`config.mk`:
```
export PLATFORM = sky130hd
export DESIGN_NAME = system_clock_divider_and_mode_select
export DESIGN_NICKNAME = d
export VERILOG_FILES = /design/src/pkg/clk_ctrl_pkg.sv /design/src/rtl/system_clock_divider_and_mode_select.sv
export SDC_FILE = /design/constraint.sdc
export NUM_CORES = 1
export LEC_CHECK = 0
export BUFFER_PORTS_ARGS = -buffer_cell sky130_fd_sc_hd__buf_2
export CORE_MARGIN = 3
export CORE_UTILIZATION = 49
export DETAILED_ROUTE_END_ITERATION = 8
export HOLD_SLACK_MARGIN = 0.15
export PLACE_DENSITY = 0.76
export SYNTH_ARGS = -nofsm -noshare
export SYNTH_HDL_FRONTEND = slang
export SYNTH_SLANG_ARGS = --single-unit
```
`constraint.sdc`:
```
create_clock -name clk -period 2.08 [get_ports clk]
set_input_delay 0.624 -clock clk [delete_from_list [all_inputs] [get_ports clk]]
set_output_delay 0.624 -clock clk [all_outputs]
set_load 0.1 [all_outputs]
```
`src/pkg/clk_ctrl_pkg.sv`:
```
package clk_ctrl_pkg;
    localparam int ADDR_W = 8;
    localparam int REG_W = 8;

    // register byte offsets
    localparam logic [7:0] OFF_CTRL_A = 8'h00;
    localparam logic [7:0] OFF_CTRL_B = 8'h04;
    localparam logic [7:0] OFF_CTRL_C = 8'h08;
    localparam logic [7:0] OFF_SRC_SEL = 8'h0C;
    localparam logic [7:0] OFF_ONCHIP_OSC = 8'h10;
    localparam logic [7:0] OFF_HS_DIV = 8'h14;
    localparam logic [7:0] OFF_PROTECT = 8'h18;
    localparam logic [7:0] OFF_STATUS = 8'h1C;

    // field positions
    localparam int A_PERIPH_WAIT_STOP = 2;
    localparam int A_CRYSTAL_STOP = 5;
    localparam int A_DIV8 = 6;
    localparam int B_PIN_EN = 3;
    localparam int B_LS_DISABLE = 4;
    localparam int B_DIV_LO = 6;
    localparam int B_DIV_HI = 7;
    localparam int C_WAKE_OVERRIDE = 5;
    localparam int S_ONCHIP_SEL = 2;
    localparam int O_HS_EN = 0;
    localparam int O_OSC_SEL = 1;
    localparam int O_SLOW_CAP = 3;
    localparam int H_DIV_LSB = 0;
    localparam int P_PROTECT = 7;
    localparam int ST_CRYSTAL_MODE = 0;
    localparam int ST_HS_MODE = 1;
    localparam int ST_LS_MODE = 2;
    localparam int ST_SRC_LSB = 3;
    localparam int ST_PERIPH_RUN = 5;
    localparam int ST_SYS_LEVEL = 6;

    // values after reset
    localparam logic RST_DIV8 = 1'b0;
    localparam logic RST_CRYSTAL_STOP = 1'b1;
    localparam logic RST_PERIPH_WAIT_STOP = 1'b0;
    localparam logic [1:0] RST_DIV_FIELD = 2'h0;
    localparam logic RST_PIN_EN = 1'b0;
    localparam logic RST_LS_DISABLE = 1'b0;
    localparam logic RST_WAKE_OVERRIDE = 1'b0;
    localparam logic RST_ONCHIP_SEL = 1'b1;
    localparam logic RST_HS_EN = 1'b0;
    localparam logic RST_OSC_SEL = 1'b0;
    localparam logic RST_SLOW_CAP = 1'b0;
    localparam logic [2:0] RST_HS_DIV = 3'h0;
    localparam logic RST_PROTECT = 1'b0;

    // divider counts, in source transitions per output half period
    localparam int RATIO_W = 5;
    localparam logic [4:0] HALF_DIV1 = 5'h01;
    localparam logic [4:0] HALF_DIV2 = 5'h02;
    localparam logic [4:0] HALF_DIV4 = 5'h04;
    localparam logic [4:0] HALF_DIV8 = 5'h08;
    localparam logic [4:0] HALF_DIV16 = 5'h10;
    localparam logic [4:0] HS_DIV_BASE = 5'h02;
    localparam int PERIPH_CNT_W = 5;
    localparam int CAP_CNT_W = 7;

    typedef enum logic [1:0] {
        SRC_CRYSTAL = 2'b00,
        SRC_LS = 2'b01,
        SRC_HS = 2'b11
    } sys_src_e;
endpackage : clk_ctrl_pkg

```
`src/rtl/system_clock_divider_and_mode_select.sv`:
```
// Behaviour
// system clock from crystal or on-chip oscillator
// cpu divide: div8 bit, else 1/2/4/16
// after reset cpu runs low-speed, undivided
// stop entry forces divide-by-eight bit
// software clears wake override before stop
// five peripheral clocks: divide 1,2,4,8,32
// peripheral clocks gated in wait when asked
// on-chip output follows selected oscillator
// high-speed timer clock gated by enable
// high-speed divided clock, ratio 2 to 9
// low-speed derived clock runs while enabled
// divide-by-128 of low or high source
// divide-by-128 drives two timer captures
// watchdog clock enabled, never stops when protected
// mode decode of source and enable bits
// software switches only to stable sources
// low-current read needs divide 4,8,16 first
// software sets low-power bit before wait
// high-speed oscillator used when enabled, selected; the code switches to it when selected, enabled or not
// switching never produces shortened clock pulses; on-chip output and capture source muxes switch unguarded
//
// The placing of the registers and the APB register port were chosen for this implementation.

module osc_sync (
    input wire logic clk,
    input wire logic rstn,
    input wire logic osc,
    output logic level
);
    logic s1;
    logic s2;
    logic s3;

    always_ff @(posedge clk or negedge rstn) begin
        if (!rstn) begin
            s1 <= 1'b0;
            s2 <= 1'b0;
            s3 <= 1'b0;
            level <= 1'b0;
        end else begin
            s1 <= osc;
            s2 <= s1;
            s3 <= s2;
            if (s2 == s3) begin
                level <= s2;
            end
        end
    end
endmodule : osc_sync

// settings are taken only while the output is low, so no pulse is ever cut short
module clk_div_stage #(
    parameter logic [4:0] RST_RATIO = 5'h01
) (
    input wire logic clk,
    input wire logic rstn,
    input wire logic srcChange,
    input wire logic [4:0] ratio,
    input wire logic en,
    output logic out
);
    logic [4:0] cnt;
    logic [4:0] actRatio;
    logic actEn;
    logic [4:0] cntInc;
    logic wrap;

    assign cntInc = cnt + 5'h01;
    assign wrap = cntInc >= actRatio;

    always_ff @(posedge clk or negedge rstn) begin
        if (!rstn) begin
            cnt <= 5'h00;
            out <= 1'b0;
            actRatio <= RST_RATIO;
            actEn <= 1'b1;
        end else if (srcChange) begin
            if (wrap) begin
                cnt <= 5'h00;
                if (out) begin
                    out <= 1'b0;
                    actRatio <= ratio;
                    actEn <= en;
                end else begin
                    out <= actEn;
                end
            end else begin
                cnt <= cntInc;
            end
        end else if (!out) begin
            // a halt taken while low lets no extra high phase out
            actRatio <= ratio;
            actEn <= en;
        end
    end
endmodule : clk_div_stage

module system_clock_divider_and_mode_select (
    // clock and reset
    input wire logic clk,
    input wire logic rstn,
    // apb slave
    input wire logic psel,
    input wire logic penable,
    input wire logic pwrite,
    input wire logic [7:0] paddr,
    input wire logic [31:0] pwdata,
    output logic [31:0] prdata,
    output logic pready,
    output logic pslverr,
    // oscillator inputs
    input wire logic crystalClk,
    input wire logic hsOscClk,
    input wire logic lsOscClk,
    input wire logic wdtOscClk,
    // power mode indications from the core
    input wire logic waitMode,
    input wire logic stopMode,
    // cpu and peripheral clocks
    output logic cpuClk,
    output logic periphDivClk1,
    output logic periphDivClk2,
    output logic periphDivClk4,
    output logic periphDivClk8,
    output logic periphDivClk32,
    // oscillator derived clocks
    output logic onchipClkOut,
    output logic hsTimerClk,
    output logic hsDividedClk,
    output logic lsDerivedClk,
    output logic timerGeneralRegACapture,
    output logic timer2Ch0Capture,
    output logic watchdogOscClk
);
    // control bits
    logic cpuDiv8Sel;
    logic crystalOscStop;
    logic periphClkWaitStop;
    logic cpuDivFieldLo;
    logic cpuDivFieldHi;
    logic crystalPinEnable;
    logic lowspeedOscDisable;
    logic wakeClockOverride;
    logic sysSrcOnchipSel;
    logic highspeedOscEnable;
    logic onchipOscSelect;
    logic slowCaptureSrcSel;
    logic [2:0] hsDivField;
    logic countSrcProtectEn;

    // clock state
    logic crystalLevel;
    logic hsLevel;
    logic lsLevel;
    logic wdtLevel;
    clk_ctrl_pkg::sys_src_e sysSrc;
    clk_ctrl_pkg::sys_src_e wantSrc;
    logic sysLevel;
    logic hsPrev;
    logic capPrev;
    logic stopPrev;
    logic periphRun;
    logic [4:0] periphCnt;
    logic [6:0] capCnt;

    osc_sync u_sync_crystal (.clk(clk), .rstn(rstn), .osc(crystalClk), .level(crystalLevel));
    osc_sync u_sync_hs (.clk(clk), .rstn(rstn), .osc(hsOscClk), .level(hsLevel));
    osc_sync u_sync_ls (.clk(clk), .rstn(rstn), .osc(lsOscClk), .level(lsLevel));
    osc_sync u_sync_wdt (.clk(clk), .rstn(rstn), .osc(wdtOscClk), .level(wdtLevel));

    // apb decode
    wire setup = psel & ~penable;
    wire wrEn = psel & penable & pready & pwrite;
    wire hitA = paddr == clk_ctrl_pkg::OFF_CTRL_A;
    wire hitB = paddr == clk_ctrl_pkg::OFF_CTRL_B;
    wire hitC = paddr == clk_ctrl_pkg::OFF_CTRL_C;
    wire hitSrc = paddr == clk_ctrl_pkg::OFF_SRC_SEL;
    wire hitOsc = paddr == clk_ctrl_pkg::OFF_ONCHIP_OSC;
    wire hitHs = paddr == clk_ctrl_pkg::OFF_HS_DIV;
    wire hitProt = paddr == clk_ctrl_pkg::OFF_PROTECT;
    wire hitStat = paddr == clk_ctrl_pkg::OFF_STATUS;
    wire mapped = hitA | hitB | hitC | hitSrc | hitOsc | hitHs | hitProt | hitStat;
    wire stopRise = stopMode & ~stopPrev;

    // gated oscillator levels
    wire crystalGated = crystalLevel & crystalPinEnable & ~crystalOscStop;
    wire hsGated = hsLevel & highspeedOscEnable;
    wire lsGated = lsLevel & ~lowspeedOscDisable;

    // mode decode
    wire crystalMode = ~sysSrcOnchipSel & crystalPinEnable & ~crystalOscStop;
    wire hsOnchipMode = sysSrcOnchipSel & onchipOscSelect & highspeedOscEnable;
    wire lsOnchipMode = sysSrcOnchipSel & ~lowspeedOscDisable & ~onchipOscSelect;

    // high-speed whenever selected, enabled or not; a disabled one stays low
    always_comb begin
        if (!sysSrcOnchipSel) begin
            wantSrc = clk_ctrl_pkg::SRC_CRYSTAL;
        end else if (onchipOscSelect) begin
            wantSrc = clk_ctrl_pkg::SRC_HS;
        end else begin
            wantSrc = clk_ctrl_pkg::SRC_LS;
        end
    end

    function automatic logic srcLevel(input clk_ctrl_pkg::sys_src_e s, input logic xl,
                                      input logic hl, input logic ll);
        logic r;
        r = 1'b0;
        unique case (s)
            clk_ctrl_pkg::SRC_CRYSTAL: r = xl;
            clk_ctrl_pkg::SRC_HS: r = hl;
            clk_ctrl_pkg::SRC_LS: r = ll;
            default: r = 1'b0;
        endcase
        return r;
    endfunction : srcLevel

    wire sysNow = srcLevel(sysSrc, crystalGated, hsGated, lsGated);
    wire wantNow = srcLevel(wantSrc, crystalGated, hsGated, lsGated);
    wire sysChange = sysNow ^ sysLevel;
    wire sysRise = sysNow & ~sysLevel;
    wire sysFall = ~sysNow & sysLevel;

    // switch only while both old and new sources are low
    always_ff @(posedge clk or negedge rstn) begin
        if (!rstn) begin
            sysSrc <= clk_ctrl_pkg::SRC_LS;
            sysLevel <= 1'b0;
        end else begin
            if (!sysNow && !wantNow) begin
                sysSrc <= wantSrc;
            end
            sysLevel <= sysNow;
        end
    end

    // cpu divider
    logic [4:0] cpuRatio;
    always_comb begin
        cpuRatio = clk_ctrl_pkg::HALF_DIV1;
        if (cpuDiv8Sel) begin
            cpuRatio = clk_ctrl_pkg::HALF_DIV8;
        end else begin
            unique case ({cpuDivFieldHi, cpuDivFieldLo})
                2'b00: cpuRatio = clk_ctrl_pkg::HALF_DIV1;
                2'b01: cpuRatio = clk_ctrl_pkg::HALF_DIV2;
                2'b10: cpuRatio = clk_ctrl_pkg::HALF_DIV4;
                2'b11: cpuRatio = clk_ctrl_pkg::HALF_DIV16;
            endcase
        end
    end

    // the cpu clock halts in wait and stop; the core relies on it
    clk_div_stage #(.RST_RATIO(clk_ctrl_pkg::HALF_DIV1)) u_cpu_div (
        .clk(clk),
        .rstn(rstn),
        .srcChange(sysChange),
        .ratio(cpuRatio),
        .en(~(waitMode | stopMode)),
        .out(cpuClk)
    );

    // high-speed divided clock, ratio field plus two
    wire [4:0] hsRatio = clk_ctrl_pkg::HS_DIV_BASE + {2'b00, hsDivField};
    clk_div_stage #(.RST_RATIO(clk_ctrl_pkg::HS_DIV_BASE)) u_hs_div (
        .clk(clk),
        .rstn(rstn),
        .srcChange(hsGated ^ hsPrev),
        .ratio(hsRatio),
        .en(highspeedOscEnable),
        .out(hsDividedClk)
    );

    // divide-by-128 capture source
    wire capLevel = slowCaptureSrcSel ? hsDividedClk : lsGated;
    wire capRise = capLevel & ~capPrev;

    always_ff @(posedge clk or negedge rstn) begin
        if (!rstn) begin
            hsPrev <= 1'b0;
            capPrev <= 1'b0;
            capCnt <= 7'h00;
            timerGeneralRegACapture <= 1'b0;
            timer2Ch0Capture <= 1'b0;
        end else begin
            hsPrev <= hsGated;
            capPrev <= capLevel;
            if (capRise) begin
                capCnt <= capCnt + 7'h01;
            end
            timerGeneralRegACapture <= capCnt[clk_ctrl_pkg::CAP_CNT_W - 1];
            timer2Ch0Capture <= capCnt[clk_ctrl_pkg::CAP_CNT_W - 1];
        end
    end

    // peripheral clocks; the gate moves only when every output is low
    always_ff @(posedge clk or negedge rstn) begin
        if (!rstn) begin
            periphRun <= 1'b1;
            periphCnt <= 5'h00;
            periphDivClk1 <= 1'b0;
            periphDivClk2 <= 1'b0;
            periphDivClk4 <= 1'b0;
            periphDivClk8 <= 1'b0;
            periphDivClk32 <= 1'b0;
        end else begin
            if (sysRise) begin
                periphCnt <= periphCnt + 5'h01;
            end
            if (sysFall && periphCnt == 5'h00) begin
                periphRun <= ~(periphClkWaitStop & waitMode);
            end
            periphDivClk1 <= periphRun & sysNow;
            periphDivClk2 <= periphRun & periphCnt[0];
            periphDivClk4 <= periphRun & periphCnt[1];
            periphDivClk8 <= periphRun & periphCnt[2];
            periphDivClk32 <= periphRun & periphCnt[4];
        end
    end

    // oscillator outputs; none of them look at wait mode
    always_ff @(posedge clk or negedge rstn) begin
        if (!rstn) begin
            onchipClkOut <= 1'b0;
            hsTimerClk <= 1'b0;
            lsDerivedClk <= 1'b0;
            watchdogOscClk <= 1'b0;
        end else begin
            onchipClkOut <= onchipOscSelect ? hsDividedClk : lsGated;
            hsTimerClk <= hsGated;
            lsDerivedClk <= lsGated;
            watchdogOscClk <= wdtLevel & countSrcProtectEn;
        end
    end

    // control registers; the stop-entry set beats a same-cycle write
    always_ff @(posedge clk or negedge rstn) begin
        if (!rstn) begin
            stopPrev <= 1'b0;
            cpuDiv8Sel <= clk_ctrl_pkg::RST_DIV8;
            crystalOscStop <= clk_ctrl_pkg::RST_CRYSTAL_STOP;
            periphClkWaitStop <= clk_ctrl_pkg::RST_PERIPH_WAIT_STOP;
            {cpuDivFieldHi, cpuDivFieldLo} <= clk_ctrl_pkg::RST_DIV_FIELD;
            crystalPinEnable <= clk_ctrl_pkg::RST_PIN_EN;
            lowspeedOscDisable <= clk_ctrl_pkg::RST_LS_DISABLE;
            wakeClockOverride <= clk_ctrl_pkg::RST_WAKE_OVERRIDE;
            sysSrcOnchipSel <= clk_ctrl_pkg::RST_ONCHIP_SEL;
            highspeedOscEnable <= clk_ctrl_pkg::RST_HS_EN;
            onchipOscSelect <= clk_ctrl_pkg::RST_OSC_SEL;
            slowCaptureSrcSel <= clk_ctrl_pkg::RST_SLOW_CAP;
            hsDivField <= clk_ctrl_pkg::RST_HS_DIV;
            countSrcProtectEn <= clk_ctrl_pkg::RST_PROTECT;
        end else begin
            stopPrev <= stopMode;
            if (stopRise) begin
                cpuDiv8Sel <= 1'b1;
            end else if (wrEn && hitA) begin
                cpuDiv8Sel <= pwdata[clk_ctrl_pkg::A_DIV8];
            end
            if (wrEn && hitA) begin
                crystalOscStop <= pwdata[clk_ctrl_pkg::A_CRYSTAL_STOP];
                periphClkWaitStop <= pwdata[clk_ctrl_pkg::A_PERIPH_WAIT_STOP];
            end
            if (wrEn && hitB) begin
                cpuDivFieldLo <= pwdata[clk_ctrl_pkg::B_DIV_LO];
                cpuDivFieldHi <= pwdata[clk_ctrl_pkg::B_DIV_HI];
                crystalPinEnable <= pwdata[clk_ctrl_pkg::B_PIN_EN];
                lowspeedOscDisable <= pwdata[clk_ctrl_pkg::B_LS_DISABLE];
            end
            if (wrEn && hitC) begin
                wakeClockOverride <= pwdata[clk_ctrl_pkg::C_WAKE_OVERRIDE];
            end
            if (wrEn && hitSrc) begin
                sysSrcOnchipSel <= pwdata[clk_ctrl_pkg::S_ONCHIP_SEL];
            end
            if (wrEn && hitOsc) begin
                highspeedOscEnable <= pwdata[clk_ctrl_pkg::O_HS_EN];
                onchipOscSelect <= pwdata[clk_ctrl_pkg::O_OSC_SEL];
                slowCaptureSrcSel <= pwdata[clk_ctrl_pkg::O_SLOW_CAP];
            end
            if (wrEn && hitHs) begin
                hsDivField <= pwdata[clk_ctrl_pkg::H_DIV_LSB +: 3];
            end
            // once set, only reset clears it, so the watchdog clock cannot stop
            if (wrEn && hitProt && pwdata[clk_ctrl_pkg::P_PROTECT]) begin
                countSrcProtectEn <= 1'b1;
            end
        end
    end

    // read mux
    logic [7:0] readData;
    always_comb begin
        readData = 8'h00;
        if (hitA) begin
            readData[clk_ctrl_pkg::A_DIV8] = cpuDiv8Sel;
            readData[clk_ctrl_pkg::A_CRYSTAL_STOP] = crystalOscStop;
            readData[clk_ctrl_pkg::A_PERIPH_WAIT_STOP] = periphClkWaitStop;
        end else if (hitB) begin
            readData[clk_ctrl_pkg::B_DIV_LO] = cpuDivFieldLo;
            readData[clk_ctrl_pkg::B_DIV_HI] = cpuDivFieldHi;
            readData[clk_ctrl_pkg::B_PIN_EN] = crystalPinEnable;
            readData[clk_ctrl_pkg::B_LS_DISABLE] = lowspeedOscDisable;
        end else if (hitC) begin
            readData[clk_ctrl_pkg::C_WAKE_OVERRIDE] = wakeClockOverride;
        end else if (hitSrc) begin
            readData[clk_ctrl_pkg::S_ONCHIP_SEL] = sysSrcOnchipSel;
        end else if (hitOsc) begin
            readData[clk_ctrl_pkg::O_HS_EN] = highspeedOscEnable;
            readData[clk_ctrl_pkg::O_OSC_SEL] = onchipOscSelect;
            readData[clk_ctrl_pkg::O_SLOW_CAP] = slowCaptureSrcSel;
        end else if (hitHs) begin
            readData[clk_ctrl_pkg::H_DIV_LSB +: 3] = hsDivField;
        end else if (hitProt) begin
            readData[clk_ctrl_pkg::P_PROTECT] = countSrcProtectEn;
        end else if (hitStat) begin
            readData[clk_ctrl_pkg::ST_CRYSTAL_MODE] = crystalMode;
            readData[clk_ctrl_pkg::ST_HS_MODE] = hsOnchipMode;
            readData[clk_ctrl_pkg::ST_LS_MODE] = lsOnchipMode;
            readData[clk_ctrl_pkg::ST_SRC_LSB +: 2] = sysSrc;
            readData[clk_ctrl_pkg::ST_PERIPH_RUN] = periphRun;
            readData[clk_ctrl_pkg::ST_SYS_LEVEL] = sysLevel;
        end
    end

    // answer is prepared in the setup cycle, ready for the access cycle
    always_ff @(posedge clk or negedge rstn) begin
        if (!rstn) begin
            pready <= 1'b0;
            pslverr <= 1'b0;
            prdata <= 32'h00000000;
        end else begin
            pready <= setup;
            pslverr <= setup & ~mapped;
            if (setup) begin
                prdata <= {24'h000000, readData};
            end
        end
    end
endmodule : system_clock_divider_and_mode_select

```
==> impl_results.md <==
* Outcome: finished, violations left
* Failing checks: negative setup slack
* Finished Core Util at 64.7%
* Die W at 101 um
* Clock sink total at 93
* Setup slack after layout at -0.166 ns
* First-pass GRT wire length at 14.9 mm
* IO Count at 98
* Arrival time worst endpoint at 2.49 ns
* Reg2Reg Setup Slack at -0.17 ns
* Fin. Hold Viols at 0
* Post-Layout Inst Area at about 5500 um^2
* Nets at 566
* EDFF count, synth at 0
* GRT Resource Usage Total at 18.8%
* CP bufs+invs at 1
* Fin crit share at 108%
* Yosys top cell by area: dfrtp_1
* Switch share at 29.3%
* Drt via density at around 5.2
* Endpoint required time on the critical path at 2.32 ns
* Die area at 10200 um^2
* Slowest cell on the critical path: dfrtp_1
* Netlist cell types at 57
* Post-route ant nets at 0
* Asr flop ratio synth at 100%
* CTS root buf: clkbuf_8
* Internal cell power at between 2 and 3 mW
* Area contributors post-synth: dfrtp_1 (48%), mux2_2 (5.4%), ha_1 (4.8%)
* HPWL after detailed placement at 6.56 mm
* P_sw at 1.11 mW
* Clk pwr share at 31.1%
* Placer Congestion at 0.834
* Synthesized cell area at 4400 um^2
* Port bufs at 49
* TritonCTS clock tree: built
* Final min period at between 2 and 2.5 ns
* Number of detailed-route iterations in the first pass at 5
* Initial antenna violation count at 0
* Critical Path Sink Type: flip-flop
* Worst R2R Path Depth at 9
* Row count at 33
* Top FF cell, synth: dfrtp_1
* CTS buffer count at 9
* Top delay family on crit path: multiplexers
* Mean Syn Cell Area at 11.2 um^2
* Share of cells above drive strength 1 at 36.2%
* DRC Markers at 0
* Class of the worst hold path: primary input to async pin
* Register Area at 2340 um^2
* Maximum vdd drop at 0.000394 V
* Iter 0 DRT Violations at 173
* PwrDens at around 690 nW/um^2
* Sequential share of the synthesized area at 53.1%
* Initial Util at a little over half
* #FFs+latches synth at 93
* Max-cap violations at 0
* CTS Hold Bufs at 0
* Final setup viols at 12
* Comb power frac at 16.6%
* Max Slew Vio Count at 0
* Fill cells at 632
* Vias in the first global route at 3261
* Reg2Reg Capture Point: u_cpu_div.actRatio[3]
* Delay of the slowest critical-path stage at roughly 0.43 ns
* Mapped Cells at 394
* Cells along the critical path: ha_4, xor2_1, ha_1, nand2_1, o21ai_2, buf_6, a31oi_4, mux2i_4, mux2_4
* Core box area at 8460 um^2
* N_diodes at 0
* Worst-skew pair later-pin latency at 0.36 ns
* Remaining global-route overflow at 0
* F_max at 0.445 GHz
* CP Launch Type: flip-flop
* Pin count of the biggest net entering global routing at 39
* Placed Area at 5060 um^2
* CTS clk-pin slew, worst paths at 0.08 ns
* YS warnings at 0
* Area growth from synthesis to final layout at 24.4%
* Worst-case clock buffer depth at 2
* DR WL/cell at 14.8 um
* Hold slack at 0.169 ns
* Maximum fanout along the worst path at 4
* Vias at 3179
* Setup CP Type: flip-flop to flip-flop
* Die Ht at between 100 and 150 um
* Synth top area share at around half
* RSZ-0062 raised after global routing: true
* Area occupied by multi-input gates at between 2000 and 2500 um^2
* Share of power burned in registers at 52.3%
* LEAKAGE at between 2 and 3 nW
* CTS H-tree lvls at 3
* Clock Skews at 0.00623 ns
* Final wirelength at 9.02 mm
* R2R Path Start: u_cpu_div.cnt[0]
==> state kept, by name, indices dropped and copies added, names as in the netlist, 2 cells and up <==
| signal | flops |
|---|---|
| periphCnt | 5 |
| prdata | 8 |
| hsDivField | 3 |
| u_cpu_div.actRatio | 5 |
| u_hs_div.actRatio | 4 |
| sysSrc | 2 |
| capCnt | 7 |
| u_cpu_div.cnt | 5 |
| u_hs_div.cnt | 5 |
==> worst max path at each step <==
stage                      from  slack (ns)               endpoint  depth (start not counted)
5_1_grt        u_cpu_div.cnt[0]       -0.27       u_cpu_div.cnt[2]                          9
6_report       u_cpu_div.cnt[0]       -0.17  u_cpu_div.actRatio[3]                          9
3_3_place_gp   u_cpu_div.cnt[1]       -0.12          u_cpu_div.out                          9
4_1_cts        u_cpu_div.cnt[0]       -0.11       u_cpu_div.cnt[2]                          9
2_1_floorplan   u_hs_div.cnt[0]        -0.1   u_hs_div.actRatio[0]                          7
3_5_place_dp   u_cpu_div.cnt[1]       -0.17          u_cpu_div.out                          9
==> kinds of logic after synthesis <==
family | synth area share (%)
AOI/OAI and AO/OA | 8.10
xor gates and xnor gates | 3.75
adders and majority gates | 5.74
buffers and inverters | 6.31
DFF | 53.1
muxes | 8.07
other | 0.0851
and+or+nand+nor | 14.9
==> metrics by stage <==
| step | total power, mW | TNS (ns) | worst slack (ns) | cells |
|---|---|---|---|---|
| floorplan | 2.46 | -0.519 | -0.0959 | 417 |
| global placement | 2.59 | -0.692 | -0.115 | 584 |
| detailed placement | 2.61 | -1.56 | -0.172 | 584 |
| CTS | 3.80 | -0.772 | -0.110 | 606 |
| global route | 3.96 | -2.75 | -0.268 | 608 |
| finish | 3.78 | -1.49 | -0.166 | 608 |
==> layout by cell type, fill, tap and decap left out, types with 5 or more instances in the layout <==
master and n:
dfrtp_1 85, nand2_1 52, buf_2 48, buf_4 48, conb_1 24, inv_1 18
nor2_1 15, mux2_2 15, o21ai_0 13, ha_1 12, nand3_1 11, clkbuf_8 10
xor2_1 9, mux2_4 9, dfstp_2 8, nand2b_1 7, and2_1 7, mux2i_1 6
nor3_1 6, o21ai_1 5, xnor2_1 5
==> power groups by stage <==
stage / clock, mW / combinational, mW / sequential (mW)
6_report: 1.18 / 0.626 / 1.97
5_1_grt: 1.30 / 0.676 / 1.99
4_1_cts: 1.21 / 0.621 / 1.97
3_5_place_dp: 0 / 0.601 / 2.01
3_3_place_gp: 0 / 0.582 / 2.00
2_1_floorplan: 0 / 0.395 / 2.07
==> cell usage after synthesis (all sizes together), types with 2 or more instances <==
| cell type | count |
|---|---|
| nand3 | 14 |
| a22oi | 2 |
| nand2 | 53 |
| maj3 | 4 |
| a32oi | 4 |
| nor3 | 9 |
| dfrtp | 85 |
| nand2b | 8 |
| mux2 | 24 |
| or3 | 2 |
| o21ai | 22 |
| nor2 | 15 |
| inv | 18 |
| mux2i | 7 |
| o31ai | 3 |
| xor2 | 9 |
| o2bb2ai | 2 |
| a21oi | 6 |
| nand4 | 4 |
| buf | 25 |
| a21o | 3 |
| nor4b | 2 |
| nor2b | 4 |
| clkbuf | 6 |
| dfstp | 8 |
| xnor2 | 9 |
| o211ai | 2 |
| or2 | 2 |
| ha | 17 |
| and2 | 9 |
==> worst reg2reg max path, stage by stage (launching register included) <==
cell	delay [ns]
dfrtp_1	0.43
ha_4	0.20
xor2_1	0.15
ha_1	0.33
nand2_1	0.07
o21ai_2	0.16
buf_6	0.13
a31oi_4	0.09
mux2i_4	0.27
mux2_4	0.32
==> layout make-up <==
| cell class | instances | area share, % |
|---|---|---|
| repair buffers | 101 | 12.1 |
| well taps | 105 | 2.40 |
| multi-input cells | 275 | 38.1 |
| flip-flops and latches | 93 | 42.6 |
| clock inverters | 4 | 0.868 |
| inverters | 18 | 1.23 |
| clock buffers | 12 | 2.65 |
==> what timing repair did <==
item,in CTS,in global routing
gates resized for setup,23,12
setup endpoints to repair,15,21
pin swaps,9,6
setup buffers,7,2
==> per-layer routing <==
layer / vias up / track usage (%) / wire (um)
li1: 1519 / - / -
met1: 1539 / 24.8 / 3960
met2: 104 / 31.0 / 4380
met3: 17 / 3.18 / 520
met4: 0 / 7.36 / 162
met5: - / 0 / 0
(Power assumes the default switching activity.)
